$ cat config.mk
export PLATFORM = sky130hd
export DESIGN_NAME = pss_seq
export DESIGN_NICKNAME = d
export VERILOG_FILES = /design/src/inc/pss_pkg.sv /design/src/pss_pin_class.sv /design/src/pss_seq.sv
export VERILOG_INCLUDE_DIRS = /design/src /design/src/inc
export SDC_FILE = /design/constraint.sdc
export NUM_CORES = 1
export LEC_CHECK = 0
export ABC_AREA = 0
export BUFFER_PORTS_ARGS = -buffer_cell sky130_fd_sc_hd__buf_2
export CELL_PAD_IN_SITES_DETAIL_PLACEMENT = 1
export CELL_PAD_IN_SITES_GLOBAL_PLACEMENT = 1
export CORE_ASPECT_RATIO = 1.5
export CORE_MARGIN = 2
export CORE_UTILIZATION = 30
export DETAILED_ROUTE_END_ITERATION = 8
export GPL_ROUTABILITY_DRIVEN = 0
export PLACE_DENSITY = 0.58
export SLEW_MARGIN = 10
export SYNTH_ARGS = -nofsm -noshare
export SYNTH_HDL_FRONTEND = slang
export SYNTH_SLANG_ARGS = --single-unit
$ cat constraint.sdc
create_clock -name pclk -period 11.39 [get_ports pclk]
set_input_delay 3.417 -clock pclk [delete_from_list [all_inputs] [get_ports pclk]]
set_output_delay 3.417 -clock pclk [all_outputs]
set_load 0.05 [all_outputs]
$ cat src/inc/pss_params.svh
`ifndef PSS_PARAMS_SVH
`define PSS_PARAMS_SVH

// apb byte addresses
`define PSS_ADDR_CTRL 12'h000
`define PSS_ADDR_VOUT_CMD 12'h004
`define PSS_ADDR_STATUS 12'h008
`define PSS_ADDR_SETPOINT 12'h00c
`define PSS_ADDR_TIMING 12'h010

// control register fields
`define PSS_CTRL_RESTORE_BIT 0

// status register fields
`define PSS_STAT_STATE_LSB 0
`define PSS_STAT_READY_BIT 3
`define PSS_STAT_RAMP_BIT 4
`define PSS_STAT_AT_TARGET_BIT 5
`define PSS_STAT_NVM_BIT 6
`define PSS_STAT_RES_BIT 7

// timing register fields
`define PSS_TIM_DLY_LSB 0
`define PSS_TIM_RAMP_LSB 8

// timing figures
`define PSS_CLK_HZ 250000000
`define PSS_MS_PER_S 1000
`define PSS_MEMCHK_MS 15
`define PSS_INIT_MS 6

// pin level thresholds in millivolts
`define PSS_LOW_MAX_MV 12'h320
`define PSS_HIGH_MIN_MV 12'h7d0

// output target limits and resistor weights, 10 mv units
`define PSS_VOUT_MIN 10'h03c
`define PSS_VOUT_MAX 10'h226
`define PSS_COARSE_WEIGHT 10'h019

// strap tables, entry index = coarse_class * 3 + fine_class, entry 0 in the low bits
`define PSS_VOUT_TBL {10'h1f4, 10'h14a, 10'h0fa, 10'h0b4, 10'h096, 10'h078, 10'h064, \
  10'h050, 10'h03c}
`define PSS_DLY_TBL {8'hc8, 8'h64, 8'h32, 8'h14, 8'h0a, 8'h05, 8'h00, 8'h00, 8'h00}
`define PSS_RAMP_TBL {8'hc8, 8'h64, 8'h32, 8'h14, 8'h0a, 8'h05, 8'h02, 8'h01, 8'h00}
`define PSS_DLY_RSV_A 4'h1
`define PSS_DLY_RSV_B 4'h2
`define PSS_STRAP_COLS 4'h3

`endif

$ cat src/inc/pss_pkg.sv
package pss_pkg;

  // multi-mode pin connection class
  typedef enum logic [1:0] {
    PSS_PIN_LOW,
    PSS_PIN_OPEN,
    PSS_PIN_HIGH,
    PSS_PIN_RES
  } pss_pin_t;

  // sequencer states
  typedef enum logic [2:0] {
    PSS_S_MEMCHK,
    PSS_S_PINS,
    PSS_S_READY,
    PSS_S_DELAY,
    PSS_S_RAMP,
    PSS_S_ON
  } pss_state_t;

  // whole state of the sequencer
  typedef struct packed {
    pss_state_t st;
    logic [31:0] cnt;
    logic [31:0] acc;
    logic [31:0] dly_cyc;
    logic [31:0] ramp_cyc;
    logic [9:0] target;
    logic [9:0] setpoint;
    logic [7:0] dly_ms;
    logic [7:0] ramp_ms;
    logic res_mode;
    logic nvm_loaded;
    logic [31:0] prdata;
  } pss_regs_t;

endpackage

$ cat src/pss_pin_class.sv
`timescale 1ns/10ps
`include "pss_params.svh"

module pss_pin_class
  import pss_pkg::*;
#(
  parameter logic [11:0] LOW_MAX_MV = `PSS_LOW_MAX_MV,
  parameter logic [11:0] HIGH_MIN_MV = `PSS_HIGH_MIN_MV
) (
  input wire logic [11:0] level_mv,
  input wire logic floating,
  input wire logic res_fitted,
  output pss_pin_t pin_class
);

  // resistor beats open, open beats measured level
  always_comb begin
    if (res_fitted) begin
      pin_class = PSS_PIN_RES;
    end else if (floating) begin
      pin_class = PSS_PIN_OPEN; // see RULE15
    end else if (level_mv < LOW_MAX_MV) begin
      pin_class = PSS_PIN_LOW; // see RULE15
    end else if (level_mv > HIGH_MIN_MV) begin
      pin_class = PSS_PIN_HIGH; // see RULE15
    end else begin
      pin_class = PSS_PIN_OPEN; // undefined band read as open
    end
  end

endmodule

$ cat src/pss_seq.sv
// Operation
// RULE1: coarse and fine straps pick one of nine targets, 0.6 V to 5.0 V.
// RULE2: fitted resistors give any target 0.6 V to 5.5 V in 10 mV steps.
// RULE3: target equals 25 times coarse resistor index plus fine index, 10 mV units.
// RULE4: software may write a target in the same 0.6 V to 5.5 V range.
// RULE5: after power up spend about 15 ms checking memory, load stored values.
// RULE6: a restore command repeats the memory check and the configuration load.
// RULE7: after memory check, sample all multi-mode pins and load their settings.
// RULE8: during memory check and pin sampling, ignore enable and bus traffic.
// RULE9: after loading, become ready: accept bus commands and respond to enable.
// RULE10: pre-ramp delay starts at enable and comes from the two delay pins.
// RULE11: never ramp earlier than 6 ms after enable; longer settings wait fully.
// RULE12: after the delay, ramp monotonically to target over the selected ramp time.
// RULE13: delay and ramp come independently from separate pin pairs, standard values.
// RULE14: an external sync clock must be stable before enable is raised.
// RULE15: pins read low below 0.8 V, high above 2.0 V, open when unconnected.
// RULE16: delay pins give 0,5,10,20,50,100,200 ms; 0 and 5 still wait 6 ms.
// RULE17: ramp pins give 0 to 200 ms; zero ramp jumps as fast as possible.
// RULE18: ramp steps the setpoint from zero to target evenly across the ramp time.
// RULE19: decoded pin settings latch at sampling end, held until power up or restore.
`timescale 1ns/10ps
`include "pss_params.svh"

module pss_seq
  import pss_pkg::*;
#(
  parameter int unsigned CYC_PER_MS = `PSS_CLK_HZ / `PSS_MS_PER_S,
  parameter int unsigned MEMCHK_CYC = `PSS_MEMCHK_MS * (`PSS_CLK_HZ / `PSS_MS_PER_S),
  parameter int unsigned INIT_CYC = `PSS_INIT_MS * (`PSS_CLK_HZ / `PSS_MS_PER_S)
) (
  input wire logic pclk,
  input wire logic presetn,
  input wire logic psel,
  input wire logic penable,
  input wire logic pwrite,
  input wire logic [11:0] paddr,
  input wire logic [31:0] pwdata,
  output logic [31:0] prdata,
  output logic pready,
  output logic pslverr,
  input wire logic enable_in,
  input wire logic [11:0] voltage_fine_select_pin_mv,
  input wire logic voltage_fine_select_pin_open,
  input wire logic [11:0] voltage_coarse_select_pin_mv,
  input wire logic voltage_coarse_select_pin_open,
  input wire logic fine_set_resistor_fitted,
  input wire logic [4:0] fine_step_index,
  input wire logic coarse_set_resistor_fitted,
  input wire logic [4:0] coarse_step_index,
  input wire logic [11:0] delay_select_low_pin_mv,
  input wire logic delay_select_low_pin_open,
  input wire logic [11:0] delay_select_high_pin_mv,
  input wire logic delay_select_high_pin_open,
  input wire logic [11:0] ramp_select_low_pin_mv,
  input wire logic ramp_select_low_pin_open,
  input wire logic [11:0] ramp_select_high_pin_mv,
  input wire logic ramp_select_high_pin_open,
  input wire logic nvm_vout_valid,
  input wire logic [9:0] nvm_vout,
  output logic [9:0] ref_setpoint,
  output logic ramp_active,
  output logic config_ready,
  output logic at_target
);

  // strap lookup tables, entry 0 in the low bits
  localparam logic [8:0][9:0] VOUT_TBL = `PSS_VOUT_TBL;
  localparam logic [8:0][7:0] DLY_TBL = `PSS_DLY_TBL;
  localparam logic [8:0][7:0] RAMP_TBL = `PSS_RAMP_TBL;

  // timing counts widened to the counter width
  localparam logic [31:0] CYC_MS = 32'(CYC_PER_MS);
  localparam logic [31:0] MEMCHK = 32'(MEMCHK_CYC);
  localparam logic [31:0] INIT = 32'(INIT_CYC);

  // whole sequencer state and its next value
  pss_regs_t r_reg;
  pss_regs_t r_next;

  // connection class of each multi-mode pin
  pss_pin_t cls_vf;
  pss_pin_t cls_vc;
  pss_pin_t cls_dl;
  pss_pin_t cls_dh;
  pss_pin_t cls_sl;
  pss_pin_t cls_sh;

  // bus decode
  logic busy;
  logic wr_en;
  logic rd_setup;
  logic addr_ok;
  logic restore;
  logic vout_ok;

  // pin decode
  logic [3:0] vsel;
  logic [3:0] dsel;
  logic [3:0] ssel;
  logic [9:0] pin_target;
  logic [9:0] res_sum;

  // sequencer arithmetic
  logic [31:0] dly_calc;
  logic [31:0] ramp_calc;
  logic [31:0] acc_sum;

  // one classifier per multi-mode pin
  pss_pin_class u_vf (
    .level_mv(voltage_fine_select_pin_mv),
    .floating(voltage_fine_select_pin_open),
    .res_fitted(fine_set_resistor_fitted),
    .pin_class(cls_vf)
  );
  pss_pin_class u_vc (
    .level_mv(voltage_coarse_select_pin_mv),
    .floating(voltage_coarse_select_pin_open),
    .res_fitted(coarse_set_resistor_fitted),
    .pin_class(cls_vc)
  );
  // delay and ramp pins are strap only, so no resistor is ever reported there
  pss_pin_class u_dl (
    .level_mv(delay_select_low_pin_mv),
    .floating(delay_select_low_pin_open),
    .res_fitted(1'b0),
    .pin_class(cls_dl)
  );
  pss_pin_class u_dh (
    .level_mv(delay_select_high_pin_mv),
    .floating(delay_select_high_pin_open),
    .res_fitted(1'b0),
    .pin_class(cls_dh)
  );
  pss_pin_class u_sl (
    .level_mv(ramp_select_low_pin_mv),
    .floating(ramp_select_low_pin_open),
    .res_fitted(1'b0),
    .pin_class(cls_sl)
  );
  pss_pin_class u_sh (
    .level_mv(ramp_select_high_pin_mv),
    .floating(ramp_select_high_pin_open),
    .res_fitted(1'b0),
    .pin_class(cls_sh)
  );

  // table index from a pin pair: high pin picks the row, low pin the column
  function automatic logic [3:0] pair_index(input pss_pin_t row, input pss_pin_t col);
    logic [1:0] rr;
    logic [1:0] cc;
    rr = (row == PSS_PIN_RES) ? 2'(PSS_PIN_OPEN) : 2'(row);
    cc = (col == PSS_PIN_RES) ? 2'(PSS_PIN_OPEN) : 2'(col);
    pair_index = 4'(rr * `PSS_STRAP_COLS) + {2'h0, cc};
  endfunction

  // keep a target inside the legal output range
  function automatic logic [9:0] clamp_vout(input logic [9:0] v);
    if (v < `PSS_VOUT_MIN) begin
      clamp_vout = `PSS_VOUT_MIN;
    end else if (v > `PSS_VOUT_MAX) begin
      clamp_vout = `PSS_VOUT_MAX;
    end else begin
      clamp_vout = v;
    end
  endfunction

  // pin decode of target, delay and ramp
  always_comb begin
    vsel = pair_index(cls_vc, cls_vf); // see RULE1
    dsel = pair_index(cls_dh, cls_dl); // see RULE13
    ssel = pair_index(cls_sh, cls_sl); // see RULE13
    res_sum = 10'(coarse_step_index * `PSS_COARSE_WEIGHT) + {5'h00, fine_step_index}; // see RULE3
    // fine grained target only when both voltage pins carry resistors
    if (cls_vc == PSS_PIN_RES && cls_vf == PSS_PIN_RES) begin
      pin_target = clamp_vout(res_sum); // see RULE2
    end else begin
      pin_target = VOUT_TBL[vsel]; // see RULE1
    end
  end

  // apb decode; no wait states
  always_comb begin
    busy = (r_reg.st == PSS_S_MEMCHK) || (r_reg.st == PSS_S_PINS);
    addr_ok = (paddr == `PSS_ADDR_CTRL) || (paddr == `PSS_ADDR_VOUT_CMD) ||
              (paddr == `PSS_ADDR_STATUS) || (paddr == `PSS_ADDR_SETPOINT) ||
              (paddr == `PSS_ADDR_TIMING);
    wr_en = psel && penable && pwrite && addr_ok && !busy; // see RULE8
    rd_setup = psel && !penable && !pwrite;
    restore = wr_en && (paddr == `PSS_ADDR_CTRL) && pwdata[`PSS_CTRL_RESTORE_BIT]; // see RULE6
    vout_ok = (pwdata[31:10] == 22'h0) && (pwdata[9:0] >= `PSS_VOUT_MIN) &&
              (pwdata[9:0] <= `PSS_VOUT_MAX); // see RULE4
    pready = 1'b1;
    pslverr = psel && penable && (!addr_ok || busy); // see RULE8
  end

  // sequencer and register file
  always_comb begin
    r_next = r_reg;
    // delay and ramp lengths in cycles, ramp accumulator sum
    dly_calc = 32'(r_reg.dly_ms * CYC_MS);
    ramp_calc = 32'(r_reg.ramp_ms * CYC_MS);
    acc_sum = r_reg.acc + {22'h000000, r_reg.target};

    // read data captured in the setup phase, stable through the access phase
    if (rd_setup) begin
      r_next.prdata = 32'h00000000;
      if (busy) begin
        r_next.prdata = 32'h00000000; // see RULE8
      end else begin
        case (paddr)
          `PSS_ADDR_VOUT_CMD: r_next.prdata[9:0] = r_reg.target;
          `PSS_ADDR_STATUS: begin
            r_next.prdata[`PSS_STAT_STATE_LSB +: 3] = r_reg.st;
            r_next.prdata[`PSS_STAT_READY_BIT] = 1'b1;
            r_next.prdata[`PSS_STAT_RAMP_BIT] = (r_reg.st == PSS_S_RAMP);
            r_next.prdata[`PSS_STAT_AT_TARGET_BIT] = (r_reg.st == PSS_S_ON) &&
                                                      (r_reg.setpoint == r_reg.target);
            r_next.prdata[`PSS_STAT_NVM_BIT] = r_reg.nvm_loaded;
            r_next.prdata[`PSS_STAT_RES_BIT] = r_reg.res_mode;
          end
          `PSS_ADDR_SETPOINT: r_next.prdata[9:0] = r_reg.setpoint;
          `PSS_ADDR_TIMING: begin
            r_next.prdata[`PSS_TIM_DLY_LSB +: 8] = r_reg.dly_ms;
            r_next.prdata[`PSS_TIM_RAMP_LSB +: 8] = r_reg.ramp_ms;
          end
          default: r_next.prdata = 32'h00000000;
        endcase
      end
    end

    // software target, accepted only inside the legal range
    if (wr_en && paddr == `PSS_ADDR_VOUT_CMD && vout_ok) begin
      r_next.target = pwdata[9:0]; // see RULE4
    end

    case (r_reg.st)
      // memory check: stored target found here wins over the pins
      PSS_S_MEMCHK: begin
        r_next.setpoint = 10'h000;
        if (r_reg.cnt >= MEMCHK - 32'h00000001) begin
          r_next.cnt = 32'h00000000;
          r_next.nvm_loaded = nvm_vout_valid; // see RULE5
          if (nvm_vout_valid) begin
            r_next.target = clamp_vout(nvm_vout); // see RULE5
          end
          r_next.st = PSS_S_PINS; // see RULE7
        end else begin
          r_next.cnt = r_reg.cnt + 32'h00000001; // see RULE5
        end
      end
      // one cycle of pin sampling; settings latched here and held
      PSS_S_PINS: begin
        if (!r_reg.nvm_loaded) begin
          r_next.target = pin_target; // see RULE7
        end
        r_next.res_mode = (cls_vc == PSS_PIN_RES) && (cls_vf == PSS_PIN_RES);
        if (dsel == `PSS_DLY_RSV_A || dsel == `PSS_DLY_RSV_B) begin
          r_next.dly_ms = 8'h00; // reserved pair treated as shortest delay
        end else begin
          r_next.dly_ms = DLY_TBL[dsel]; // see RULE16
        end
        r_next.ramp_ms = RAMP_TBL[ssel]; // see RULE17
        r_next.st = PSS_S_READY; // see RULE19
      end
      // ready: bus live, wait for enable
      PSS_S_READY: begin
        r_next.setpoint = 10'h000;
        if (enable_in) begin
          r_next.cnt = 32'h00000000; // see RULE10
          // short settings still wait out the internal start-up time
          if (dly_calc > INIT) begin
            r_next.dly_cyc = dly_calc; // see RULE16
          end else begin
            r_next.dly_cyc = INIT; // see RULE11
          end
          r_next.ramp_cyc = ramp_calc; // see RULE12
          r_next.st = PSS_S_DELAY; // see RULE9
        end
      end
      // pre-ramp delay counted from the enable edge
      PSS_S_DELAY: begin
        if (r_reg.cnt >= r_reg.dly_cyc - 32'h00000001) begin
          r_next.cnt = 32'h00000000;
          r_next.acc = 32'h00000000;
          r_next.st = PSS_S_RAMP; // see RULE11
        end else begin
          r_next.cnt = r_reg.cnt + 32'h00000001; // see RULE10
        end
      end
      // evenly spread single-step increments, never a step down
      PSS_S_RAMP: begin
        if (r_reg.ramp_cyc == 32'h00000000 || r_reg.setpoint >= r_reg.target) begin
          r_next.setpoint = r_reg.target; // see RULE17
          r_next.st = PSS_S_ON;
        end else if (acc_sum >= r_reg.ramp_cyc) begin
          r_next.acc = acc_sum - r_reg.ramp_cyc; // see RULE18
          r_next.setpoint = r_reg.setpoint + 10'h001; // see RULE12
        end else begin
          r_next.acc = acc_sum; // see RULE18
        end
      end
      // regulating: follow later target changes one step per cycle
      PSS_S_ON: begin
        if (r_reg.setpoint < r_reg.target) begin
          r_next.setpoint = r_reg.setpoint + 10'h001;
        end else if (r_reg.setpoint > r_reg.target) begin
          r_next.setpoint = r_reg.setpoint - 10'h001;
        end
      end
      default: r_next.st = PSS_S_MEMCHK;
    endcase

    // enable dropped: output off, back to ready
    if ((r_reg.st == PSS_S_DELAY || r_reg.st == PSS_S_RAMP || r_reg.st == PSS_S_ON) &&
        !enable_in) begin
      r_next.setpoint = 10'h000;
      r_next.st = PSS_S_READY; // see RULE9
    end

    // restore restarts the whole load sequence
    if (restore) begin
      r_next.cnt = 32'h00000000;
      r_next.setpoint = 10'h000;
      r_next.nvm_loaded = 1'b0;
      r_next.st = PSS_S_MEMCHK; // see RULE6
    end
  end

  // state register
  always_ff @(posedge pclk or negedge presetn) begin
    if (!presetn) begin
      r_reg <= '0;
    end else begin
      r_reg <= r_next;
    end
  end

  // outputs straight from the state register
  assign prdata = r_reg.prdata;
  assign ref_setpoint = r_reg.setpoint;
  assign ramp_active = (r_reg.st == PSS_S_RAMP);
  assign config_ready = !((r_reg.st == PSS_S_MEMCHK) || (r_reg.st == PSS_S_PINS));
  assign at_target = (r_reg.st == PSS_S_ON) && (r_reg.setpoint == r_reg.target);

endmodule

; After elaboration in Yosys (flattened, before gate mapping)
; Memories as Yosys holds them, arrays and structs flattened. A register that Yosys moved wholly into a read port is not among the register bits.
; Cells that the tools add are included.
[word_totals]
memories = 3
regBits = 183
romBits = 416
output_inout_bits = 47
elab_cells = 201
[classes]
n_lt_le_gt_ge = 27
n_addsub = 10
multipliers = 6
n_eq_ne = 28
reduce_logical = 48
mux = 68
[mem_list]
columns = name, depth, word_bits, rd, rd_ports_with_merged_regs, write_ports, line
row1 = (no name shown), 16, 10, 1, 0, 0, pss_seq.sv:177  ; pin_target = VOUT_TBL[vsel];
row2 = (no name shown), 16, 8, 1, 1, 0, pss_seq.sv:262  ; r_next.ramp_ms = RAMP_TBL[ssel];
row3 = (no name shown), 16, 8, 1, 0, 0, pss_seq.sv:260  ; r_next.dly_ms = DLY_TBL[dsel];
[op_table]
columns = op, count
row1 = 10-bit 2-to-1 mux, 16
row2 = 32-bit 2-to-1 mux, 5
row3 = 32-bit one-hot mux with 3 select lines, 1
row4 = 12-bit by 11-bit greater-than comparator with 1-bit output (second input constant), 6
row5 = 12-bit by 10-bit less-than comparator with 1-bit output (second input constant), 6
row6 = 35-bit 2-to-1 mux, 2
row7 = 32-bit one-hot mux with 2 select lines, 1
row8 = 2-bit 2-to-1 mux, 26
row9 = 8-bit by 14-bit multiplier with 22-bit output (second input constant), 2
row10 = 32-bit by 1-bit adder with 32-bit output (second input constant), 1
row11 = 32-bit by 10-bit adder with 32-bit output, 1
row12 = 32-bit by 22-bit >= comparator with 1-bit output (second input constant), 1
row13 = 32-bit by 26-bit >= comparator with 1-bit output, 1
row14 = 32-bit >= comparator, 1
row15 = 32-bit zero test, 1
row16 = 8-bit one-hot mux with 4 select lines, 1
row17 = 32-bit by 1-bit subtractor with 32-bit output (second input constant), 1
row18 = 32-bit by 26-bit subtractor with 32-bit output, 1
row19 = 10-bit one-hot mux with 3 select lines, 1
row20 = 26-bit by 21-bit greater-than comparator with 1-bit output (second input constant), 1
row21 = 26-bit 2-to-1 mux, 1
row22 = 12-bit by 4-bit == test with 1-bit output (second input constant), 2
row23 = 22-bit zero test, 1
row24 = 10-bit greater-than comparator (second input constant), 2
row25 = 50 further kinds, 105

; Longest topological paths before layout
; Gate-level depths: netlist of the first run.
[depth]
depth_word = 14
ltp_mapped = 22

; Modules after synthesis
; From an unflattened synthesis of the first run, not the netlist that was laid out.
[unflattened]
cells_unflattened = 2060
hier_area_um2 = 17327.9
[modules_own_cells]
columns = module, area_per_inst_um2, instances, cells_per_inst, seq_area_each_um2
row1 = pss_seq, 16832.4, 1, 1994, 4129.0
row2 = pss_pin_class, 82.6, 6, 11, 0.0

; Worst setup path after synthesis of the first run
; OpenSTA, ideal clock, no wires.
[synth_path]
path_type = input to output
startpoint = input port paddr[10]
endpoint = output port pslverr
t_arrival_ns = 4.486
n_path_buf = 0
required_ns = 7.973
setup_slack_ns = 3.487
stages = 4
path_cell_list = nor4_1 nand3_1 nor2_1 nor2_1
[synth_between]
elab_chain_cells = 8
[synth_lines]
columns = element, line
row1 = start: declaration, pss_seq.sv:36  ; input wire logic [11:0] paddr,
row2 = 12-bit by 3-bit == test with 1-bit output / 12-bit zero test (equally long branches), -
row3 = 1-bit logical OR (3 in series), pss_seq.sv:184  ; addr_ok = (paddr == `PSS_ADDR_CTRL) || (paddr == `PSS_ADDR_VOUT_CMD) ||
row4 = 1-bit logical OR (*), pss_seq.sv:184
row5 = 1-bit zero test (*), pss_seq.sv:193  ; pslverr = psel && penable && (!addr_ok || busy);
row6 = 1-bit logical OR (*), pss_seq.sv:193
row7 = 1-bit logical AND (*), pss_seq.sv:193
row8 = end: declaration, pss_seq.sv:40  ; output logic pslverr,
; Every way passes the cells marked *; elsewhere a longest branch is shown, timed or not.

; Final worst setup path of the first run
[layout_path]
startpoint = input port paddr[11]
endpoint = output port pslverr
; Same word-level chain as after synthesis.

==> results of run 1 <==
## report_power, final
| group | switching [uW] | internal, uW |
|---|---|---|
| Clock | 275 | 401 |
| Sequential | 278 | 725 |
| Combinational | 2660 | 1760 |
| Total | 3210 | 2890 |
## worst paths after layout
check,slack (ps),cells after the start,end,start
max reg2reg,5210,21,r_reg[145],r_reg[60]
min reg2reg,480,2,prdata[3],prdata[3]
max,3210,6,pslverr,paddr[11]
min in group asynchronous,2870,1,r_reg[163],presetn
max in group asynchronous,7220,2,r_reg[42],presetn
min,480,2,prdata[3],prdata[3]
## cell usage after synthesis, types with 5 or more instances
cell,instances
a21oi_1,84
buf_4,46
a211oi_1,18
o22ai_1,12
o221ai_1,6
clkbuf_1,44
o311ai_0,6
or3_1,16
a31oi_1,21
and3_1,31
nand4_1,29
nor4_1,29
inv_1,165
o21ai_0,119
dfrtp_1,165
o21bai_1,7
o41ai_1,5
nand3_1,52
nor3_1,47
a22o_1,8
a21boi_0,19
ha_1,233
o211ai_1,14
nand2b_1,28
and2_1,14
buf_2,7
fa_1,42
or2_2,7
xnor2_1,69
xor2_1,41
a222oi_1,10
or4_1,15
nor2b_1,14
o31ai_1,24
nor2_1,139
o21ai_1,43
mux2i_1,34
a32oi_1,7
o21a_1,10
a21o_1,29
a211o_1,9
o2bb2ai_1,10
nand2_1,221
## layer usage
metal  GRT usage [%]  up-vias  wire (um)
met5               0        -         13
met4            7.94        2       2130
met3            2.16       71       1710
met2            37.7      332      30800
met1            21.8     7777      23100
li1                -     7596          -
## cells in the final DEF, fill, tap and decap left out, drive strengths merged, types with 28 or more instances in the layout
cell,synthesis,routed
dfrtp,165,165
and3,32,32
a21oi,85,85
nand2,221,221
nand3,54,54
fa,42,42
xnor2,70,70
a21o,29,29
nand4,31,31
buf,61,196
o21ai,162,162
nor3,50,50
nand2b,28,28
nor2,139,139
mux2i,34,34
ha,233,233
xor2,42,42
nor4,31,31
inv,165,166
## per-stage QoR
step | cells | cell area (um^2) | hold slack, ps | setup WS (ps)
final | 2960 | 19500 | 483 | 3210
after global routing | 2960 | 19500 | 517 | 3090
after CTS | 2958 | 19500 | 488 | 3200
after detailed placement | 2927 | 18800 | 469 | 3200
after global placement | 2927 | 18800 | 463 | 3240
after floorplan | 2066 | 17400 | 450 | 3490
## kinds of logic (layout without fill, tap and decap cells)
group                      after synthesis  in the layout  synth area share (%)
adders and majority gates              275            275                  21.6
muxes                                   37             37                  2.16
xor gates and xnor gates               112            112                  5.87
other                                    2             19                0.0433
DFF                                    165            165                  23.8
AOI/OAI and AO/OA                      520            520                  20.3
buffers and inverters                  270            392                  7.06
and+or+nand+nor                        670            670                  19.2
## cell type report
type	count	area, um^2	area share, %
diodes	2	5.00	0.0257
clock buffers	20	457	2.34
clock inverters	11	199	1.02
inverters	165	619	3.18
multi-input cells	1631	12100	62.0
flip-flops and latches	165	4130	21.2
well taps	770	963	4.94
repair buffers	196	1030	5.27
## worst register-to-register path, stage by stage, from the launching register on
cell and delay [ps]:
dfrtp_1 450, ha_1 210, inv_1 60, fa_1 400, nand2b_1 190, a21oi_1 270
nor2_1 120, o21a_1 220, o21ai_0 460, nand3_1 240, xnor2_1 310, ha_1 370
nand2_1 140, o21a_1 170, a31o_2 170, a311oi_2 60, a21oi_1 390, o211ai_2 260
nor3_4 730, buf_4 420, mux2i_1 240, o221ai_1 150
==> flow_metrics.tcl, run 1 <==
set metrics [dict create \
    status "completed" \
    synth_area_um2 17400 \
    crit_family "simple AND/OR/NAND/NOR gates" \
    rows 108 \
    period_needed_ps 8180 \
    required_ps 7970 \
    period_share_pct 71.8 \
    grt_pass1_wl_mm 93.8 \
    drc_errors 0 \
    final.setup_skew_ps 15.8 \
    cts_tree "built" \
    numPortBuffers 180 \
    powerDensity_nw_per_um2 313 \
    ys_top_cells_by_area "dfrtp_1 (24%), ha_1 (17%), fa_1 (4.8%), nand2_1 (4.8%), inv_1 (3.6%)" \
    antenna_found_initial 3 \
    ys_ff_latch 165 \
    cts_num_sinks 165 \
    avgViaCountPerCell 5.33 \
    path_cells "buf_2, nor4_1, nand3_1, nor2_1, nor2_1, buf_2" \
    insertion_delay_ps 460 \
    end_kind "output pin" \
    drt-initial-drc-count 664 \
    ys_async_sr_fraction_pct 100 \
    setup.worst_path.start_class "input pin" \
    setup_violations 0 \
    netlist_instances 2051 \
    synth_top_area_cell "dfrtp_1" \
    yosysUniqueCellTypes 99 \
    cts_buffers 17 \
    drv_cap 0 \
    wl_per_cell_um 19.5 \
    grt_pass1_vias 17200 \
    die_x_um 200 \
    synth_edf_count 0 \
    cts_hold_buffers 0 \
    clockRootBuffer "clkbuf_16" \
    drive_gt1_share_pct 12.2 \
    tns_ps 0 \
    slew_headroom_pct 23.2 \
    clockBufferDepth 2 \
    clkTransAtPathRegs_ps 70 \
    min_path_type "reg2reg" \
    htreeDepth 4 \
    finish.utilization_pct 33.9 \
    yosys_warnings 0 \
    drt_wl_total_mm 57.8 \
    max_stage_delay_ps 380 \
    synth_ff_type "dfrtp_1" \
    power_uw 6100 \
    start_util_pct 30.1 \
    yosysTopAreaCellShare_pct 23.8 \
    grt_overflow 0 \
    syn_area_per_cell_um2 8.46 \
    largest_reg_flops 139 \
    fmax_mhz 122 \
    fin_nets 2602 \
    fillerInstances 6965 \
    hold_viol 0 \
    worstSetupPathType "in2out" \
    grt_max_degree 70 \
    die_h_um 299 \
    die-area_um2 59800 \
    core_area_um2 57600 \
    antenna_left 0 \
    cts_setup_buffers 0 \
    cp.arrival_ps 4760 \
    worst-path-buf-inv 2 \
    dp_hpwl_mm 46.8 \
    tightest_slew_ps 1150 \
    final_max_slew_viol_count 0 \
    ys_seq_area_share_pct 23.8 \
    vias 15800 \
    syn2layout_area_growth_pct 12.3 \
    crit_fanout 6 \
    rsz0062_at_grt "no" \
    ios 198 \
    grt_usage_pct 19.6 \
    power_leakage_uw 0.00938 \
    ir_drop_v 0.000274 \
    first_pass_iters 5 \
    cpMaxStageDelayCell "nand3_1" \
    post_cts_resize_count 0 \
]
Note: power is estimated with default switching activity, not from simulation.
==> run 2, diff against run 1 <==
Settings changed: ABC_AREA 0 to 1, PLACE_DENSITY 0.58 to 0.62.
Clock period 11.39 ns to 6.7 ns, I/O delays scaled along.
==> flow_metrics.tcl, run 2 <==
set metrics [dict create \
    die-area_um2 64900 \
    post_cts_resize_count 0 \
    drv_cap 0 \
    drt-initial-drc-count 499 \
    die_h_um 311 \
    area.sequential_um2 4130 \
    worst-path-buf-inv 2 \
    grt_overflow 0 \
    vias 18500 \
    hold_viol 0 \
    cts_tree "built" \
    place_area_um2 20400 \
    cts_hold_buffers 0 \
    avgViaCountPerCell 5.04 \
    tightest_slew_ps 988 \
    yosysTopAreaCellShare_pct 21.9 \
    grt_usage_pct 20.6 \
    dp_cells 3630 \
    synth_edf_count 0 \
    holdPathEnd "r_reg[86]" \
    synth_ff_type "dfrtp_1" \
    r2r-start "r_reg[106]" \
    fin_nets 3277 \
    drt_wl_total_mm 65.8 \
    clkTransAtPathRegs_ps 80 \
    cts_buffers 17 \
    setup.worst_path.start_class "input pin" \
    r2r-end "r_reg[197]" \
    syn2layout_area_growth_pct 11.5 \
    r2r_cells 21 \
    reg2reg_slack_ps 1650 \
    synth.cells.most_frequent "nand2_1 (639), inv_1 (406), ha_1 (233)" \
    global_route.usage.met1_pct 21.8 \
    synth_area_um2 18900 \
    final_cells 3662 \
    grt_pass1_vias 20200 \
    ys_top_cells_by_area "dfrtp_1 (22%), ha_1 (15%), nand2_1 (13%), inv_1 (8.1%), nand3_1 (5.4%)" \
    antenna_left 0 \
    multi_input_area_um2 12700 \
    crit_fanout 11 \
    cpMaxStageDelayCell "nand3_1" \
    final_max_slew_viol_count 0 \
    cts_num_sinks 165 \
    period_needed_ps 5450 \
    cts_setup_buffers 0 \
    min_path_type "reg2reg" \
    final.setup_skew_ps 15.7 \
    fmax_mhz 184 \
    start_util_pct 30.3 \
    max_stage_delay_ps 330 \
    cp.arrival_ps 3440 \
    rsz0062_at_grt "no" \
    worstSetupPathType "in2out" \
    grt_pass1_wl_mm 106 \
    setup_violations 0 \
    core_area_um2 62200 \
    crit_family "simple AND/OR/NAND/NOR gates" \
    path_cells "buf_2, nor2_1, nand2_1, nor2_1, nand3_1, nand4_1, a21oi_1, buf_2" \
    first_pass_iters 4 \
    netlist_instances 2718 \
    ys_ff_latch 165 \
    grt_max_degree 122 \
    required_ps 4690 \
    busiest_layer "met2" \
    final_cell_mix "nand2_1 (639), inv_1 (406), ha_1 (233)" \
    synth_top_area_cell "dfrtp_1" \
    drc_errors 0 \
    whs_path_depth 2 \
    yosysMostFrequentCell "nand2_1" \
    dp_hpwl_mm 55.5 \
    clockBufferDepth 2 \
    gr-usage-met3_pct 2.53 \
    ios 198 \
    ys_async_sr_fraction_pct 100 \
    die_x_um 209 \
    insertion_delay_ps 480 \
    fillerInstances 7981 \
    yosysUniqueCellTypes 64 \
    hold_start "r_reg[86]" \
    end_kind "output pin" \
    use_met2_pct 40.3 \
    ys_seq_area_share_pct 21.9 \
    clockRootBuffer "clkbuf_16" \
    numPortBuffers 180 \
    slew_headroom_pct 34.0 \
    rows 112 \
    yosys_warnings 0 \
    period_share_pct 81.3 \
    stdcell_area_um2 21000 \
    antenna_found_initial 1 \
    final_common_cell "nand2_1" \
    wl_per_cell_um 18.0 \
    drive_gt1_share_pct 9.78 \
    status "completed" \
    tns_ps 0 \
    syn_area_per_cell_um2 6.94 \
    htreeDepth 4 \
    largest_reg_flops 139 \
    diodes 0 \
]
run 2: cell types whose count changed in the layout (fill, tap and decap cells not counted), moves of 30 or more:
cell and change:
xor2_1 +48, nand3_1 +152, inv_1 +241, o21ai_1 -39, mux2i_1 -32, nor2_1 +82, nand2_1 +418, xnor2_1 -30
run 2: layout make-up:
cell class                 count  area share [%]
timing repair buffer         188            4.66
tap                          798            4.75
clock inverter                11           0.934
clock buffer                  21            2.24
multi-input combinational   2057            60.2
inverter                     422            7.54
sequential                   165            19.6
run 2: kinds of logic after synthesis:
| kind of cell | count (synthesis) | synth area share, % |
|---|---|---|
| flip-flops | 165 | 21.9 |
| adder cells (fa/ha/maj) | 275 | 19.9 |
| buffers and inverters | 511 | 11.3 |
| multiplexers | 2 | 0.106 |
| XOR/XNOR | 128 | 5.94 |
| AO/OA/AOI/OAI | 368 | 11.3 |
| AND/OR/NAND/NOR | 1267 | 29.5 |
| other | 2 | 0.0398 |
run 2: tightest hold or removal path: cells and delay by family, from the launching register on:
family	cells	cell delay (ps)
flops	1	350
compound gates	1	60
simple gates	1	50
run 2: worst max-delay path by stage:
stage | from | endpoint | slack, ps | cells past startpoint
5_1_grt | r_reg[106] | r_reg[194] | 1010 | 21
2_1_floorplan | paddr[0] | pslverr | 1380 | 6
3_3_place_gp | paddr[1] | pslverr | 1290 | 8
3_5_place_dp | paddr[1] | pslverr | 1260 | 8
6_report | paddr[1] | pslverr | 1250 | 8
4_1_cts | paddr[1] | pslverr | 1260 | 8
run 2: metrics by stage:
stage,hold WS [ps],utilization (%),worst slack [ps]
after floorplan,453,-,1380
after global placement,474,32.7,1290
after detailed placement,473,32.7,1260
after CTS,502,33.8,1260
after global routing,533,33.8,1010
final,498,33.8,1250
run 2: per-layer routing:
layer  routed length (um)  part of all wire (%)
met1                26000                    40
met2                35600                    54
met3                 1560                   2.4
met4                 2600                   3.9
met5                    0                     0
Power of run 2 is not shown: default switching activity piles up to over one toggle a cycle in this logic, so the estimate is an artifact.
